===== src/hw/wcs_defines.vh =====
// constants of the weld cycle sequencer: offsets, fields, resets, timing
// assumes a single 50 MHz clock and a 32-bit APB register bus
`ifndef WCS_DEFINES_VH
`define WCS_DEFINES_VH

// timebase
`define WCS_CLK_MHZ 50
`define WCS_TICK_US 1000
`define WCS_SEL_MS 16'h0002
`define WCS_EOS_MS 16'h0064

// register byte offsets
`define WCS_OFS_CTRL 8'h00
`define WCS_OFS_SQZ 8'h04
`define WCS_OFS_WELD 8'h08
`define WCS_OFS_HOLD 8'h0C
`define WCS_OFS_ACK 8'h10
`define WCS_OFS_STAT 8'h14
`define WCS_OFS_CYC 8'h18

// control fields
`define WCS_CTRL_MANUAL 0
`define WCS_CTRL_MON 1
`define WCS_CTRL_LEVEL 2
`define WCS_CTRL_RST 3'h0

// phase time resets in ms
`define WCS_SQZ_RST 16'h000A
`define WCS_WELD_RST 16'h0005
`define WCS_HOLD_RST 16'h000A

// message codes
`define WCS_MSG_NONE 10'h000
`define WCS_MSG_PRESS 10'h166
`define WCS_MSG_NOK 10'h100

`endif


===== src/hw/wcs_sequencer.v =====
// weld cycle sequencer: squeeze, weld, hold and end-of-sequence handshake
// assumes pins from outside the pclk domain and an APB master on pclk
`timescale 1ns/1ps
`include "wcs_defines.vh"

module wcs_sequencer #(
  parameter TICK_CYCLES = `WCS_TICK_US * `WCS_CLK_MHZ
)(
  input wire pclk,
  input wire presetn,
  input wire psel,
  input wire penable,
  input wire pwrite,
  input wire [7:0] paddr,
  input wire [31:0] pwdata,
  output reg [31:0] prdata,
  output reg pready,
  output reg pslverr,
  input wire [7:0] prog_sel_in,
  input wire start1_in,
  input wire start2_in,
  input wire with_current_in,
  input wire pressure_ok_in,
  input wire estop_n_in,
  input wire mon_pass_in,
  output reg ready_out,
  output reg stroke_valve_out,
  output reg weld_good_out,
  output reg weld_fail_out,
  output reg cycle_done_out,
  output reg with_current_out,
  output reg current_on_out,
  output reg gun_two_out,
  output reg [7:0] active_prog_out,
  output reg [9:0] sys_msg_out
);

  localparam [2:0] ST_IDLE = 3'h0;
  localparam [2:0] ST_SQZ = 3'h1;
  localparam [2:0] ST_SQZ_WAIT = 3'h2;
  localparam [2:0] ST_WELD = 3'h3;
  localparam [2:0] ST_HOLD = 3'h4;
  localparam [2:0] ST_HOLD_MSG = 3'h5;
  localparam [2:0] ST_EOS = 3'h6;
  localparam [31:0] TICK_LAST = TICK_CYCLES - 1;

  // true once cnt whole ticks have reached the limit
  function reached;
    input [15:0] cnt;
    input [15:0] lim;
    begin
      reached = (cnt >= lim);
    end
  endfunction

  // saturating increment for ms counters
  function [15:0] sat_inc;
    input [15:0] v;
    begin
      if (v == 16'hFFFF)
        sat_inc = v;
      else
        sat_inc = v + 16'h0001;
    end
  endfunction

  reg [5:0] pin_meta_reg;
  reg [5:0] pin_sync_reg;
  reg [7:0] prog_meta_reg;
  reg [7:0] prog_sync_reg;
  reg [7:0] prog_prev_reg;
  reg [15:0] tick_cnt_reg;
  reg tick_reg;
  reg [15:0] sel_cnt_reg;
  reg [15:0] ms_cnt_reg;
  reg [15:0] ms_cnt_next;
  reg [2:0] state_reg;
  reg [2:0] state_next;
  reg [2:0] ctrl_reg;
  reg [15:0] sqz_reg;
  reg [15:0] weld_reg;
  reg [15:0] hold_reg;
  reg [15:0] cycles_reg;
  reg ack_reg;
  reg valve_next;
  reg good_next;
  reg fail_next;
  reg done_next;
  reg gun_next;
  reg [9:0] msg_next;
  reg [7:0] prog_next;
  reg [31:0] rd_next;
  reg err_next;

  wire start1_s = pin_sync_reg[0];
  wire start2_s = pin_sync_reg[1];
  wire with_cur_s = pin_sync_reg[2];
  wire press_s = pin_sync_reg[3];
  wire estop_n_s = pin_sync_reg[4];
  wire mon_pass_s = pin_sync_reg[5];
  wire manual = ctrl_reg[`WCS_CTRL_MANUAL];
  wire mon_en = ctrl_reg[`WCS_CTRL_MON];
  wire level_mode = ctrl_reg[`WCS_CTRL_LEVEL];
  wire sel_ok = (sel_cnt_reg > `WCS_SEL_MS);
  wire start_any = manual ? (start1_s | start2_s) : start1_s;
  wire start_cur = gun_two_out ? start2_s : start1_s;
  wire wr_en = psel & penable & pready & pwrite;
  wire setup = psel & ~penable;

  // two-stage synchronisers for all pins
  always @(posedge pclk or negedge presetn)
  begin
    if (!presetn)
    begin
      pin_meta_reg <= 6'h00;
      pin_sync_reg <= 6'h00;
      prog_meta_reg <= 8'h00;
      prog_sync_reg <= 8'h00;
    end
    else
    begin
      pin_meta_reg <= {mon_pass_in, estop_n_in, pressure_ok_in,
                       with_current_in, start2_in, start1_in};
      pin_sync_reg <= pin_meta_reg;
      prog_meta_reg <= prog_sel_in;
      prog_sync_reg <= prog_meta_reg;
    end
  end

  always @(posedge pclk or negedge presetn)
  begin
    if (!presetn)
    begin
      tick_cnt_reg <= 16'h0000;
      tick_reg <= 1'b0;
    end
    else if (tick_cnt_reg == TICK_LAST[15:0])
    begin
      tick_cnt_reg <= 16'h0000;
      tick_reg <= 1'b1;
    end
    else
    begin
      tick_cnt_reg <= tick_cnt_reg + 16'h0001;
      tick_reg <= 1'b0;
    end
  end

  // program must stand still for more than 2 ms
  always @(posedge pclk or negedge presetn)
  begin
    if (!presetn)
    begin
      prog_prev_reg <= 8'h00;
      sel_cnt_reg <= 16'h0000;
    end
    else
    begin
      prog_prev_reg <= prog_sync_reg;
      if (prog_sync_reg != prog_prev_reg)
        sel_cnt_reg <= 16'h0000;
      else if (tick_reg)
        sel_cnt_reg <= sat_inc(sel_cnt_reg);
    end
  end

  // cycle sequencing
  always @*
  begin
    state_next = state_reg;
    valve_next = stroke_valve_out;
    good_next = weld_good_out;
    fail_next = weld_fail_out;
    done_next = cycle_done_out;
    gun_next = gun_two_out;
    msg_next = sys_msg_out;
    prog_next = active_prog_out;
    case (state_reg)
      ST_IDLE:
        if (start_any && ready_out)
        begin
          state_next = ST_SQZ;
          valve_next = 1'b1;
          good_next = 1'b0;
          fail_next = 1'b0;
          // gun from the start that fired
          gun_next = manual & start2_s & ~start1_s;
          prog_next = prog_sync_reg;
        end
      ST_SQZ, ST_SQZ_WAIT:
        if (level_mode && !start_cur)
        begin
          state_next = ST_IDLE;
          valve_next = 1'b0;
          msg_next = `WCS_MSG_NONE;
        end
        else if (state_reg == ST_SQZ_WAIT || reached(ms_cnt_reg, sqz_reg))
        begin
          if (press_s)
          begin
            // weld phase, start no longer aborts
            state_next = ST_WELD;
            msg_next = `WCS_MSG_NONE;
          end
          else
          begin
            state_next = ST_SQZ_WAIT;
            msg_next = `WCS_MSG_PRESS;
          end
        end
      ST_WELD:
        if (reached(ms_cnt_reg, weld_reg))
          state_next = ST_HOLD;
      ST_HOLD:
        if (reached(ms_cnt_reg, hold_reg))
        begin
          if (mon_en && mon_pass_s)
          begin
            good_next = 1'b1;
            done_next = 1'b1;
            valve_next = 1'b0;
            state_next = ST_EOS;
          end
          else
          begin
            fail_next = 1'b1;
            msg_next = `WCS_MSG_NOK;
            state_next = ST_HOLD_MSG;
          end
        end
      ST_HOLD_MSG:
        // stroke stays on while the message stands
        if (ack_reg)
        begin
          msg_next = `WCS_MSG_NONE;
          done_next = 1'b1;
          valve_next = 1'b0;
          state_next = ST_EOS;
        end
      ST_EOS:
        // at least 100 ms, then until start is gone
        if (ms_cnt_reg > `WCS_EOS_MS && !start_cur)
        begin
          done_next = 1'b0;
          state_next = ST_IDLE;
        end
      default:
        state_next = ST_IDLE;
    endcase
    // emergency stop aborts and hides results
    if (!estop_n_s)
    begin
      state_next = ST_IDLE;
      valve_next = 1'b0;
      good_next = 1'b0;
      fail_next = 1'b0;
      done_next = 1'b0;
      msg_next = `WCS_MSG_NONE;
    end
    if (state_next != state_reg)
      ms_cnt_next = 16'h0000;
    else if (tick_reg)
      ms_cnt_next = sat_inc(ms_cnt_reg);
    else
      ms_cnt_next = ms_cnt_reg;
  end

  always @(posedge pclk or negedge presetn)
  begin
    if (!presetn)
    begin
      state_reg <= ST_IDLE;
      ms_cnt_reg <= 16'h0000;
      stroke_valve_out <= 1'b0;
      weld_good_out <= 1'b0;
      weld_fail_out <= 1'b0;
      cycle_done_out <= 1'b0;
      gun_two_out <= 1'b0;
      sys_msg_out <= `WCS_MSG_NONE;
      active_prog_out <= 8'h00;
      ready_out <= 1'b0;
      current_on_out <= 1'b0;
      with_current_out <= 1'b0;
      cycles_reg <= 16'h0000;
    end
    else
    begin
      state_reg <= state_next;
      ms_cnt_reg <= ms_cnt_next;
      stroke_valve_out <= valve_next;
      weld_good_out <= good_next;
      weld_fail_out <= fail_next;
      cycle_done_out <= done_next;
      gun_two_out <= gun_next;
      sys_msg_out <= msg_next;
      active_prog_out <= prog_next;
      // ready only when idle, clear and selection settled
      ready_out <= (state_next == ST_IDLE) && estop_n_s && sel_ok &&
                   (msg_next == `WCS_MSG_NONE);
      // current only in weld, with current and no stop
      current_on_out <= (state_next == ST_WELD) && with_cur_s && estop_n_s;
      with_current_out <= with_cur_s;
      if (state_next == ST_EOS && state_reg != ST_EOS)
        cycles_reg <= cycles_reg + 16'h0001;
    end
  end

  // apb register writes
  always @(posedge pclk or negedge presetn)
  begin
    if (!presetn)
    begin
      ctrl_reg <= `WCS_CTRL_RST;
      sqz_reg <= `WCS_SQZ_RST;
      weld_reg <= `WCS_WELD_RST;
      hold_reg <= `WCS_HOLD_RST;
      ack_reg <= 1'b0;
    end
    else
    begin
      ack_reg <= 1'b0;
      if (wr_en)
      begin
        if (paddr == `WCS_OFS_CTRL)
          ctrl_reg <= pwdata[2:0];
        else if (paddr == `WCS_OFS_SQZ)
          sqz_reg <= pwdata[15:0];
        else if (paddr == `WCS_OFS_WELD)
          weld_reg <= pwdata[15:0];
        else if (paddr == `WCS_OFS_HOLD)
          hold_reg <= pwdata[15:0];
        else if (paddr == `WCS_OFS_ACK)
          ack_reg <= pwdata[0];
      end
    end
  end

  // apb read data and error, prepared in the setup phase
  always @*
  begin
    rd_next = 32'h00000000;
    err_next = 1'b0;
    if (paddr == `WCS_OFS_CTRL)
      rd_next = {29'h00000000, ctrl_reg};
    else if (paddr == `WCS_OFS_SQZ)
      rd_next = {16'h0000, sqz_reg};
    else if (paddr == `WCS_OFS_WELD)
      rd_next = {16'h0000, weld_reg};
    else if (paddr == `WCS_OFS_HOLD)
      rd_next = {16'h0000, hold_reg};
    else if (paddr == `WCS_OFS_ACK)
      rd_next = 32'h00000000;
    else if (paddr == `WCS_OFS_STAT)
      rd_next = {6'h00, sys_msg_out, 5'h00, sel_ok, estop_n_s, ready_out,
                 cycle_done_out, weld_fail_out, weld_good_out,
                 stroke_valve_out, gun_two_out, state_reg};
    else if (paddr == `WCS_OFS_CYC)
      rd_next = {16'h0000, cycles_reg};
    else
      err_next = 1'b1;
  end

  always @(posedge pclk or negedge presetn)
  begin
    if (!presetn)
    begin
      pready <= 1'b0;
      prdata <= 32'h00000000;
      pslverr <= 1'b0;
    end
    else
    begin
      pready <= setup;
      if (setup)
      begin
        prdata <= pwrite ? 32'h00000000 : rd_next;
        pslverr <= err_next;
      end
      else
      begin
        prdata <= 32'h00000000;
        pslverr <= 1'b0;
      end
    end
  end

endmodule


===== config.mk =====
export PLATFORM = sky130hd
export DESIGN_NAME = wcs_sequencer
export DESIGN_NICKNAME = d
export VERILOG_FILES = /design/src/hw/wcs_sequencer.v
export VERILOG_INCLUDE_DIRS = /design/src /design/src/hw
export SDC_FILE = /design/constraint.sdc
export NUM_CORES = 1
export LEC_CHECK = 0
export ABC_AREA = 1
export BUFFER_PORTS_ARGS = -buffer_cell sky130_fd_sc_hd__buf_2
export CORE_MARGIN = 10
export CORE_UTILIZATION = 55
export CTS_CLUSTER_SIZE = 24
export DETAILED_ROUTE_END_ITERATION = 6
export PLACE_DENSITY = 0.73
export SETUP_SLACK_MARGIN = 0.2
export SLEW_MARGIN = 10
export SYNTH_ARGS = -nofsm -noshare
export SYNTH_HDL_FRONTEND = slang
export SYNTH_SLANG_ARGS = --single-unit

===== constraint.sdc =====
create_clock -name pclk -period 2.7 [get_ports pclk]
set_clock_uncertainty 0.15 [all_clocks]
set_input_delay 0 -clock pclk [delete_from_list [all_inputs] [get_ports pclk]]
set_output_delay 0 -clock pclk [all_outputs]
set_load 0.1 [all_outputs]

==> results.toml, run 1 <==
[worst_hold_path]
min_from = "pwdata[3]"
hp-class = "input pin to flip-flop"
hold_depth = 4
hold_path_end = "sqz_reg[3]"

[placement]
place_ws_ns = 0.0262
gp_congestion = 0.938
dp.final_hpwl_mm = 19.5
portBuffers = 96
dp.cells = 1610

[worst_setup_path]
cp-start-kind = "flip-flop"
critPathMaxStageDelay_ns = 0.49
cp_num_buf_inv = 3
path_cells = "ha_4 -> nand2_1 -> inv_2 -> nand3_4 -> nor3_4 -> nand2_2 -> nand3_4 -> nand3_2 -> nand3_4 -> nand3b_4 -> inv_4 -> buf_6 -> nand2_1 -> xor2_1"
worst_r2r_endpoint = "cycles_reg[3]"
cp.required_ns = 2.96
path_delay_family = "simple AND/OR/NAND/NOR gates"
arrival_ns = 2.87
critPathCaptureType = "flip-flop"
crit_type = "flip-flop to flip-flop"
cp_max_fo = 6
critPathSlowestCell = "dfrtp_2"
r2r.worst_path.cells = 14
cpMostUsedCell = "nand3_4"
reg2reg_from = "ms_cnt_reg[11]"
r2r_slack_ns = 0.09

[yosys]
synth-edff-count = 0
netlist_area_um2 = 10600
seq_area_frac_synth = 0.495
synthCells = 1239
synth_flop_cell = "dfrtp_1"
ys_types = 53
synth_warnings = 0
synthArstFlopShare = 1.00
postSynthAreaPerCell_um2 = 8.58
ys_ff_latch = 210

[floorplan]
core.rowCount = 50
dieWidth_um = 159
initial_core_util = 0.563
die_h_um = 159
ioPinCount = 119
core_um2 = 18900
die-area_um2 = 25300

[routing]
drt_wl_total_mm = 28.9
wire_per_inst_um = 16.7
drc = 0
vias = 9357
avgViaCountPerCell = 5.41
first_iter_violations = 741
antenna_left = 0
dr.pass1.iters = 5

[power]
leakagePower_nw = 6.60
peakVddDrop_v = 0.000587
pwr_density_cell_nw_per_um2 = 490

[sta]
drv_slew = 0
max_freq_mhz = 383
worst_pin_slew_ns = 0.783
hold_violations = 0
final.min_clock_period_ns = 2.61
fin_crit_sh = 0.968
setup-violations-final = 0
hold_slack_ns = 0.155
tns_ns = 0
max_slew_margin = 0.478
rsz0062_at_grt = "true"
fin_ws_ns = 0.0870

[global_route]
use_met1 = 0.285
busiest_layer = "met2"
grt_max_degree = 72
grt_pass1_vias = 9289
met3_usage = 0.0400
grt.met2_usage = 0.360
grt_pass1_wl_mm = 46.2
antenna_found_initial = 0
grt_overflow = 0
grt.total_usage = 0.217

[cts]
root_buffer = "clkbuf_16"
cts_max_level = 1
cts_buffer_depth = 3
clock_latency_ns = 0.52
cts_made_buffers = 22
tritoncts = "built"
clk_pin_slew_ns = 0.06
clock-sinks = 210

[final_layout]
top_register = "prdata"
area_growth_pct = 29.4
largest_reg_flops = 26
diodes = 0
final_nets = 1566
drive_gt1_frac = 0.226
post-route-util = 0.728
fin_cells = 1729
mostFrequentLayoutCells = "225 x nand2_1, 196 x dfrtp_1, 183 x inv_1, 95 x buf_2, 94 x o21ai_0"
mostFrequentLayoutCell = "nand2_1"

[outcome]
status = "completed"

[run]
drv_cap = 0
[through the flow]
stage	cell area, um2	power [mW]
3_3_place_gp	11700	3.73
2_1_floorplan	10700	3.56
5_1_grt	13800	6.97
3_5_place_dp	11700	3.74
4_1_cts	13100	6.77
6_report	13800	6.74
[worst min-delay path: stages]
cell	delay [ns]
dlygate4sd3_1	0.53
buf_2	0.13
inv_1	0.07
o21ai_0	0.08
[cell usage after synthesis, drive strengths merged (7+ instances only)]
| cell type | instances | area [um2] |
|---|---|---|
| xor2 | 27 | 236 |
| nor2 | 92 | 363 |
| or2 | 8 | 50.1 |
| o21ai | 99 | 499 |
| a221oi | 11 | 96.3 |
| buf | 13 | 93.8 |
| nand2 | 252 | 963 |
| ha | 54 | 676 |
| nor3 | 53 | 330 |
| o221ai | 11 | 96.3 |
| inv | 200 | 751 |
| clkbuf | 15 | 56.3 |
| nand3 | 71 | 378 |
| dfrtp | 204 | 5100 |
| a21oi | 56 | 284 |
| nor4 | 7 | 50.1 |
| nand4 | 13 | 81.3 |
[final cells by class]
type                       count  area, um2
clock inverter                 8       78.8
clock buffer                  32        628
fill                        1418       5130
timing repair buffer         213       1620
inverter                     203        769
tap                          260        325
sequential                   210       5270
multi-input combinational    803       5070
[worst max-delay path by stage]
stage,to,start,depth (start not counted)
global placement,ms_cnt_reg[12],sqz_reg[1],18
finish,cycles_reg[3],ms_cnt_reg[11],14
floorplan,ms_cnt_reg[1],ready_out,12
CTS,ms_cnt_reg[11],sqz_reg[1],17
global route,cycles_reg[11],ms_cnt_reg[11],15
detailed placement,ms_cnt_reg[12],ms_cnt_reg[11],11
[power breakdown]
| group | switching (mW) | total (mW) | internal, mW |
|---|---|---|---|
| registers | 0.0452 | 3.27 | 3.22 |
| logic | 0.337 | 0.511 | 0.174 |
| clock network | 1.25 | 2.96 | 1.72 |
| total | 1.63 | 6.74 | 5.11 |
[cells by family (layout without fill, tap and decap cells)]
family | Yosys count | in the layout | synth area share
buffers and inverters | 231 | 456 | 0.0863
adder cells (fa/ha/maj) | 54 | 54 | 0.0635
AND/OR/NAND/NOR | 505 | 505 | 0.216
AO/OA/AOI/OAI | 205 | 205 | 0.111
other | 1 | 6 | 0.000353
XOR/XNOR | 33 | 33 | 0.0272
flip-flops | 210 | 210 | 0.495
[timing repair]
item,in CTS,in global routing
endpoints found under the hold margin,288,0
hold buffers,61,0
buffers inserted,4,12
pin swaps,4,35
setup endpoints to repair,27,46
gates cloned,0,2
resized for setup,17,109
[metal layers]
layer	vias to the layer above	wire length (um)
met4	0	656
met5	-	0
li1	4469	-
met3	57	2120
met2	340	13900
met1	4491	12300
Note: power is estimated with default switching activity, not from simulation.
==> run 2: changes to the inputs <==
CTS_BUF_LIST = sky130_fd_sc_hd__clkbuf_8   (was not set)
PLACE_DENSITY = 0.76   (was 0.73)
==> run 2 against run 1 <==
Routed wire length is 3.0% higher. Critical path depth is 1 higher. Combinational power is 3% higher. The run now ends with DRC left. Register-to-register slack hardly changed.
==> results.toml, run 2 (synthesis gave the netlist of run 1 again) <==
[global_route]
grt.total_usage = 0.225
antenna_found_initial = 1
grt_overflow = 0
grt_max_degree = 89
met3_usage = 0.0524
grt.met2_usage = 0.374
grt_pass1_wl_mm = 47.5
grt_pass1_vias = 9535
busiest_layer = "met2"
use_met1 = 0.278

[sta]
tns_ns = 0
worst_pin_slew_ns = 0.846
final.min_clock_period_ns = 2.61
fin_crit_sh = 0.968
fin_ws_ns = 0.0853
hold_violations = 0
setup-violations-final = 0
max_slew_margin = 0.436
rsz0062_at_grt = "true"
drv_slew = 0
max_freq_mhz = 382

[routing]
drt_wl_total_mm = 29.8
antenna_left = 0
vias = 9576
drc = 1
avgViaCountPerCell = 5.48
first_iter_violations = 790
dr.pass1.iters = 7
wire_per_inst_um = 17.0

[final_layout]
drive_gt1_frac = 0.239
final_nets = 1572
fin_area_um2 = 13800
largest_reg_flops = 26
mostFrequentLayoutCell = "nand2_1"
mostFrequentLayoutCells = "223 x nand2_1, 194 x dfrtp_1, 191 x inv_1, 95 x buf_2, 91 x o21ai_0"
top_register = "prdata"
seq_area_um2 = 5280
fin_cells = 1746
area_growth_pct = 29.6
post-route-util = 0.729
fillCellCount = 1372
multi_input_comb_area_um2 = 5090

[worst_setup_path]
critPathSlowestCell = "dfrtp_2"
path_cells = "ha_4 -> nand2_2 -> inv_1 -> o21bai_1 -> nand2_1 -> a21oi_4 -> buf_6 -> nand4_1 -> nand3_2 -> nand3_2 -> nand2_2 -> nand2_2 -> nand2_4 -> clkbuf_16 -> nor3_2"
crit_start = "ms_cnt_reg[13]"
cp_max_fo = 8
arrival_ns = 2.87
crit_type = "flip-flop to flip-flop"
reg2reg_from = "ms_cnt_reg[13]"
cpMostUsedCell = "nand2_2"
cp.required_ns = 2.96
critPathMaxStageDelay_ns = 0.48
critPathCaptureType = "flip-flop"
cp-start-kind = "flip-flop"

[cts]
tritoncts = "built"
cts_max_level = 2
clock-sinks = 210
clk_pin_slew_ns = 0.06
cts_buffer_depth = 3
cts_made_buffers = 36
clock_latency_ns = 0.54
root_buffer = "clkbuf_8"

[floorplan]
core.rowCount = 50
core_um2 = 18900
die-area_um2 = 25300
dieWidth_um = 159
ioPinCount = 119
initial_core_util = 0.563
die_h_um = 159

[placement]
place_ws_ns = 0.0563
portBuffers = 96
gp_congestion = 0.934
dp.final_hpwl_mm = 19.7
placed_area_um2 = 11600
dp.cells = 1605

[worst_hold_path]
hp-class = "input pin to flip-flop"
min_from = "psel"

[outcome]
violations = "DRC"
status = "complete, but fails checks"

[power]
pwr_density_cell_nw_per_um2 = 489
peakVddDrop_v = 0.000544
leakagePower_nw = 6.63

[run]
drv_cap = 0
run 2: changes by cell type in the layout (fill, tap and decap cells not counted), sizes merged:
cell | before | now
inv | 200 | 210
buf | 149 | 144
bufinv | 1 | 0
clkinv | 9 | 7
dlygate4sd3 | 61 | 60
diode | 0 | 1
clkbuf | 35 | 50
run 2: final timing paths:
kind                                    to  slack, ns  depth (start not counted)
hold / removal                 hold_reg[3]       0.05                          6
hold reg to reg            pin_sync_reg[4]       0.19                          0
min in group asynchronous   sel_cnt_reg[6]       0.46                          3
max in group asynchronous   current_on_out       1.23                          4
setup / recovery            ms_cnt_reg[11]       0.09                         15
setup reg to reg            ms_cnt_reg[11]       0.09                         15
run 2: per-layer routing:
metal	share of wire	wire, um
met5	0	0
met4	0.038	1140
met3	0.088	2610
met2	0.48	14300
met1	0.39	11700
run 2: final cells by class:
| class | instances | share of cell area |
|---|---|---|
| antenna | 1 | 0.000182 |
| clock buffer | 49 | 0.0489 |
| clock inverter | 15 | 0.00563 |
| inverter | 203 | 0.0560 |
| multi-input combinational | 803 | 0.369 |
| sequential | 210 | 0.383 |
| tap | 260 | 0.0236 |
| timing repair buffer | 205 | 0.114 |
run 2: worst max-delay path: cells and delay by family, from the launching register on:
kind	cells	cell delay, ns
AOI/OAI and AO/OA	2	0.34
adders and majority gates	1	0.24
buffers and inverters	3	0.33
DFF	1	0.48
and+or+nand+nor	9	0.95
run 2: per-stage QoR:
step / hold WS, ns / power [mW]
6_report: 0.0478 / 6.74
5_1_grt: 0.115 / 7.01
4_1_cts: 0.0767 / 6.75
3_5_place_dp: -0.0930 / 3.74
3_3_place_gp: -0.0934 / 3.73
2_1_floorplan: -0.446 / 3.56
run 2: repair_timing:
item                       4_1_cts  5_1_grt
setup buffers                    8        6
hold buffers                    60        0
pin swaps                       16       30
gates cloned                     1        1
resized for setup               38       99
hold endpoints to repair       296        0
setup endpoints to repair       23       53
run 2: power breakdown:
group          leakage (nW)  internal (mW)  switching (mW)  total (mW)
clock                 0.421           1.63            1.31        2.94
combinational          3.43          0.177           0.347       0.524
sequential             2.78           3.23          0.0505        3.28
==> run 3: changes to the inputs <==
CTS_BUF_LIST = sky130_fd_sc_hd__clkbuf_16   (was sky130_fd_sc_hd__clkbuf_8)
==> run 3 against run 2 <==
Sequential power about the same. The run now ends clean. Largest power group unchanged. Final cell count decreased by 1.5%. Register-to-register slack improved by 0.03 ns. Critical path type unchanged. Highest routed layer is now met5. Combinational power decreased by 5.0%. Count of clock-buffer cells in the layout decreased by 26.
==> results.toml, run 3 (synthesis gave the netlist of run 1 again) <==
[outcome]
status = "completed"

[placement]
gp_congestion = 0.934
dp.final_hpwl_mm = 19.7
portBuffers = 96
dp.cells = 1605

[sta]
setup-violations-final = 0
fin_crit_sh = 0.959
tns_ns = 0
worst_pin_slew_ns = 0.822
rsz0062_at_grt = "true"
hold_violations = 0
final.min_clock_period_ns = 2.59
max_slew_margin = 0.451
drv_slew = 0
max_freq_mhz = 386

[routing]
drc = 0
dr.pass1.iters = 6
vias = 9406
antenna_left = 0
avgViaCountPerCell = 5.47
wire_per_inst_um = 16.8
first_iter_violations = 841
drt_wl_total_mm = 28.9

[cts]
clock-sinks = 210
clk_pin_slew_ns = 0.06
cts_made_buffers = 23
cts_max_level = 1
tritoncts = "built"
root_buffer = "clkbuf_16"
cts_buffer_depth = 3
clock_latency_ns = 0.51

[global_route]
grt.total_usage = 0.224
grt_max_degree = 89
grt_pass1_vias = 9565
antenna_found_initial = 1
grt_pass1_wl_mm = 47.7
grt_overflow = 0

[floorplan]
core.rowCount = 50
die_h_um = 159
dieWidth_um = 159
ioPinCount = 119
core_um2 = 18900
die-area_um2 = 25300
initial_core_util = 0.563

[final_layout]
drive_gt1_frac = 0.214
mostFrequentLayoutCells = "231 x nand2_1, 194 x inv_1, 191 x dfrtp_1, 95 x buf_2, 94 x o21ai_0"
final_nets = 1558
mostFrequentLayoutCell = "nand2_1"
largest_reg_flops = 26
post-route-util = 0.719
area_growth_pct = 27.8
fin_cells = 1720
diodes = 0
top_register = "prdata"
fillCellCount = 1376

[worst_setup_path]
cp_max_fo = 8
cp-start-kind = "flip-flop"
r2r_slack_ns = 0.11
crit_type = "flip-flop to flip-flop"
arrival_ns = 2.87
critPathCaptureType = "flip-flop"
cp.required_ns = 2.98

[power]
peakVddDrop_v = 0.000388
leakagePower_nw = 6.54
pwr_density_cell_nw_per_um2 = 487
power_mw = 6.61

[worst_hold_path]
hp-class = "input pin to flip-flop"

[run]
drv_cap = 0
run 3: cell types whose count changed in the layout (fill, tap and decap cells not counted), sizes merged:
cell / before / now
buf: 144 / 145
bufinv: 0 / 1
clkbuf: 50 / 23
clkinvlp: 1 / 0
diode: 1 / 0
dlygate4sd3: 60 / 59
inv: 210 / 212
run 3: repair_timing:
item,4_1_cts,5_1_grt
pin swaps,21,23
setup endpoints to repair,23,54
buffers inserted,10,4
endpoints found under the hold margin,291,0
hold buffers,59,0
resized for setup,58,58
cloned,2,0
run 3: path summary, 6_finish.rpt:
kind | from | end | cells past startpoint
min in group asynchronous | presetn | sel_cnt_reg[10] | 3
worst max-delay path | ms_cnt_reg[15] | ms_cnt_reg[10] | 12
worst min register to register | pin_meta_reg[4] | pin_sync_reg[4] | 0
worst min-delay path | paddr[5] | prdata[7] | 5
worst max register to register | ms_cnt_reg[15] | ms_cnt_reg[10] | 12
max in group asynchronous | presetn | sys_msg_out[6] | 4
run 3: critical path, stage by stage (launching register included):
cell	delay [ns]
dfrtp_2	0.47
ha_1	0.34
nand2_1	0.13
o21ai_1	0.12
a21oi_2	0.23
nand4_1	0.22
nand2_1	0.13
nand3b_4	0.16
nand2_4	0.06
nand2_4	0.07
nand3_4	0.12
buf_12	0.18
nor3_2	0.10
run 3: final cells by class:
type / count / area, um2 / area share
flip-flops and latches: 210 / 5280 / 0.388
clock inverters: 17 / 95.1 / 0.00700
inverters: 203 / 772 / 0.0568
multi-input cells: 803 / 4990 / 0.367
well taps: 260 / 325 / 0.0239
clock buffers: 23 / 576 / 0.0424
repair buffers: 204 / 1550 / 0.114
run 3: power breakdown:
group / internal, mW / switching (mW) / leakage, nW
registers: 3.22 / 0.0484 / 2.77
clock network: 1.62 / 1.22 / 0.367
logic: 0.168 / 0.330 / 3.40
total: 5.02 / 1.59 / 6.54
run 3: layer usage:
metal,track usage,vias up,wire (um)
met5,0,-,8
met1,0.283,4467,11700
met3,0.0457,88,2320
met2,0.370,408,13800
met4,0.0842,2,1020
li1,-,4441,-
run 3: stage by stage:
step	hold slack [ns]	setup WS (ns)	instance area (um2)
4_1_cts	0.0165	0.193	13300
3_3_place_gp	-0.0934	0.118	11600
6_report	0.0615	0.111	13600
5_1_grt	0.0856	0.0219	13600
3_5_place_dp	-0.0930	0.0563	11600
2_1_floorplan	-0.446	0.278	10700
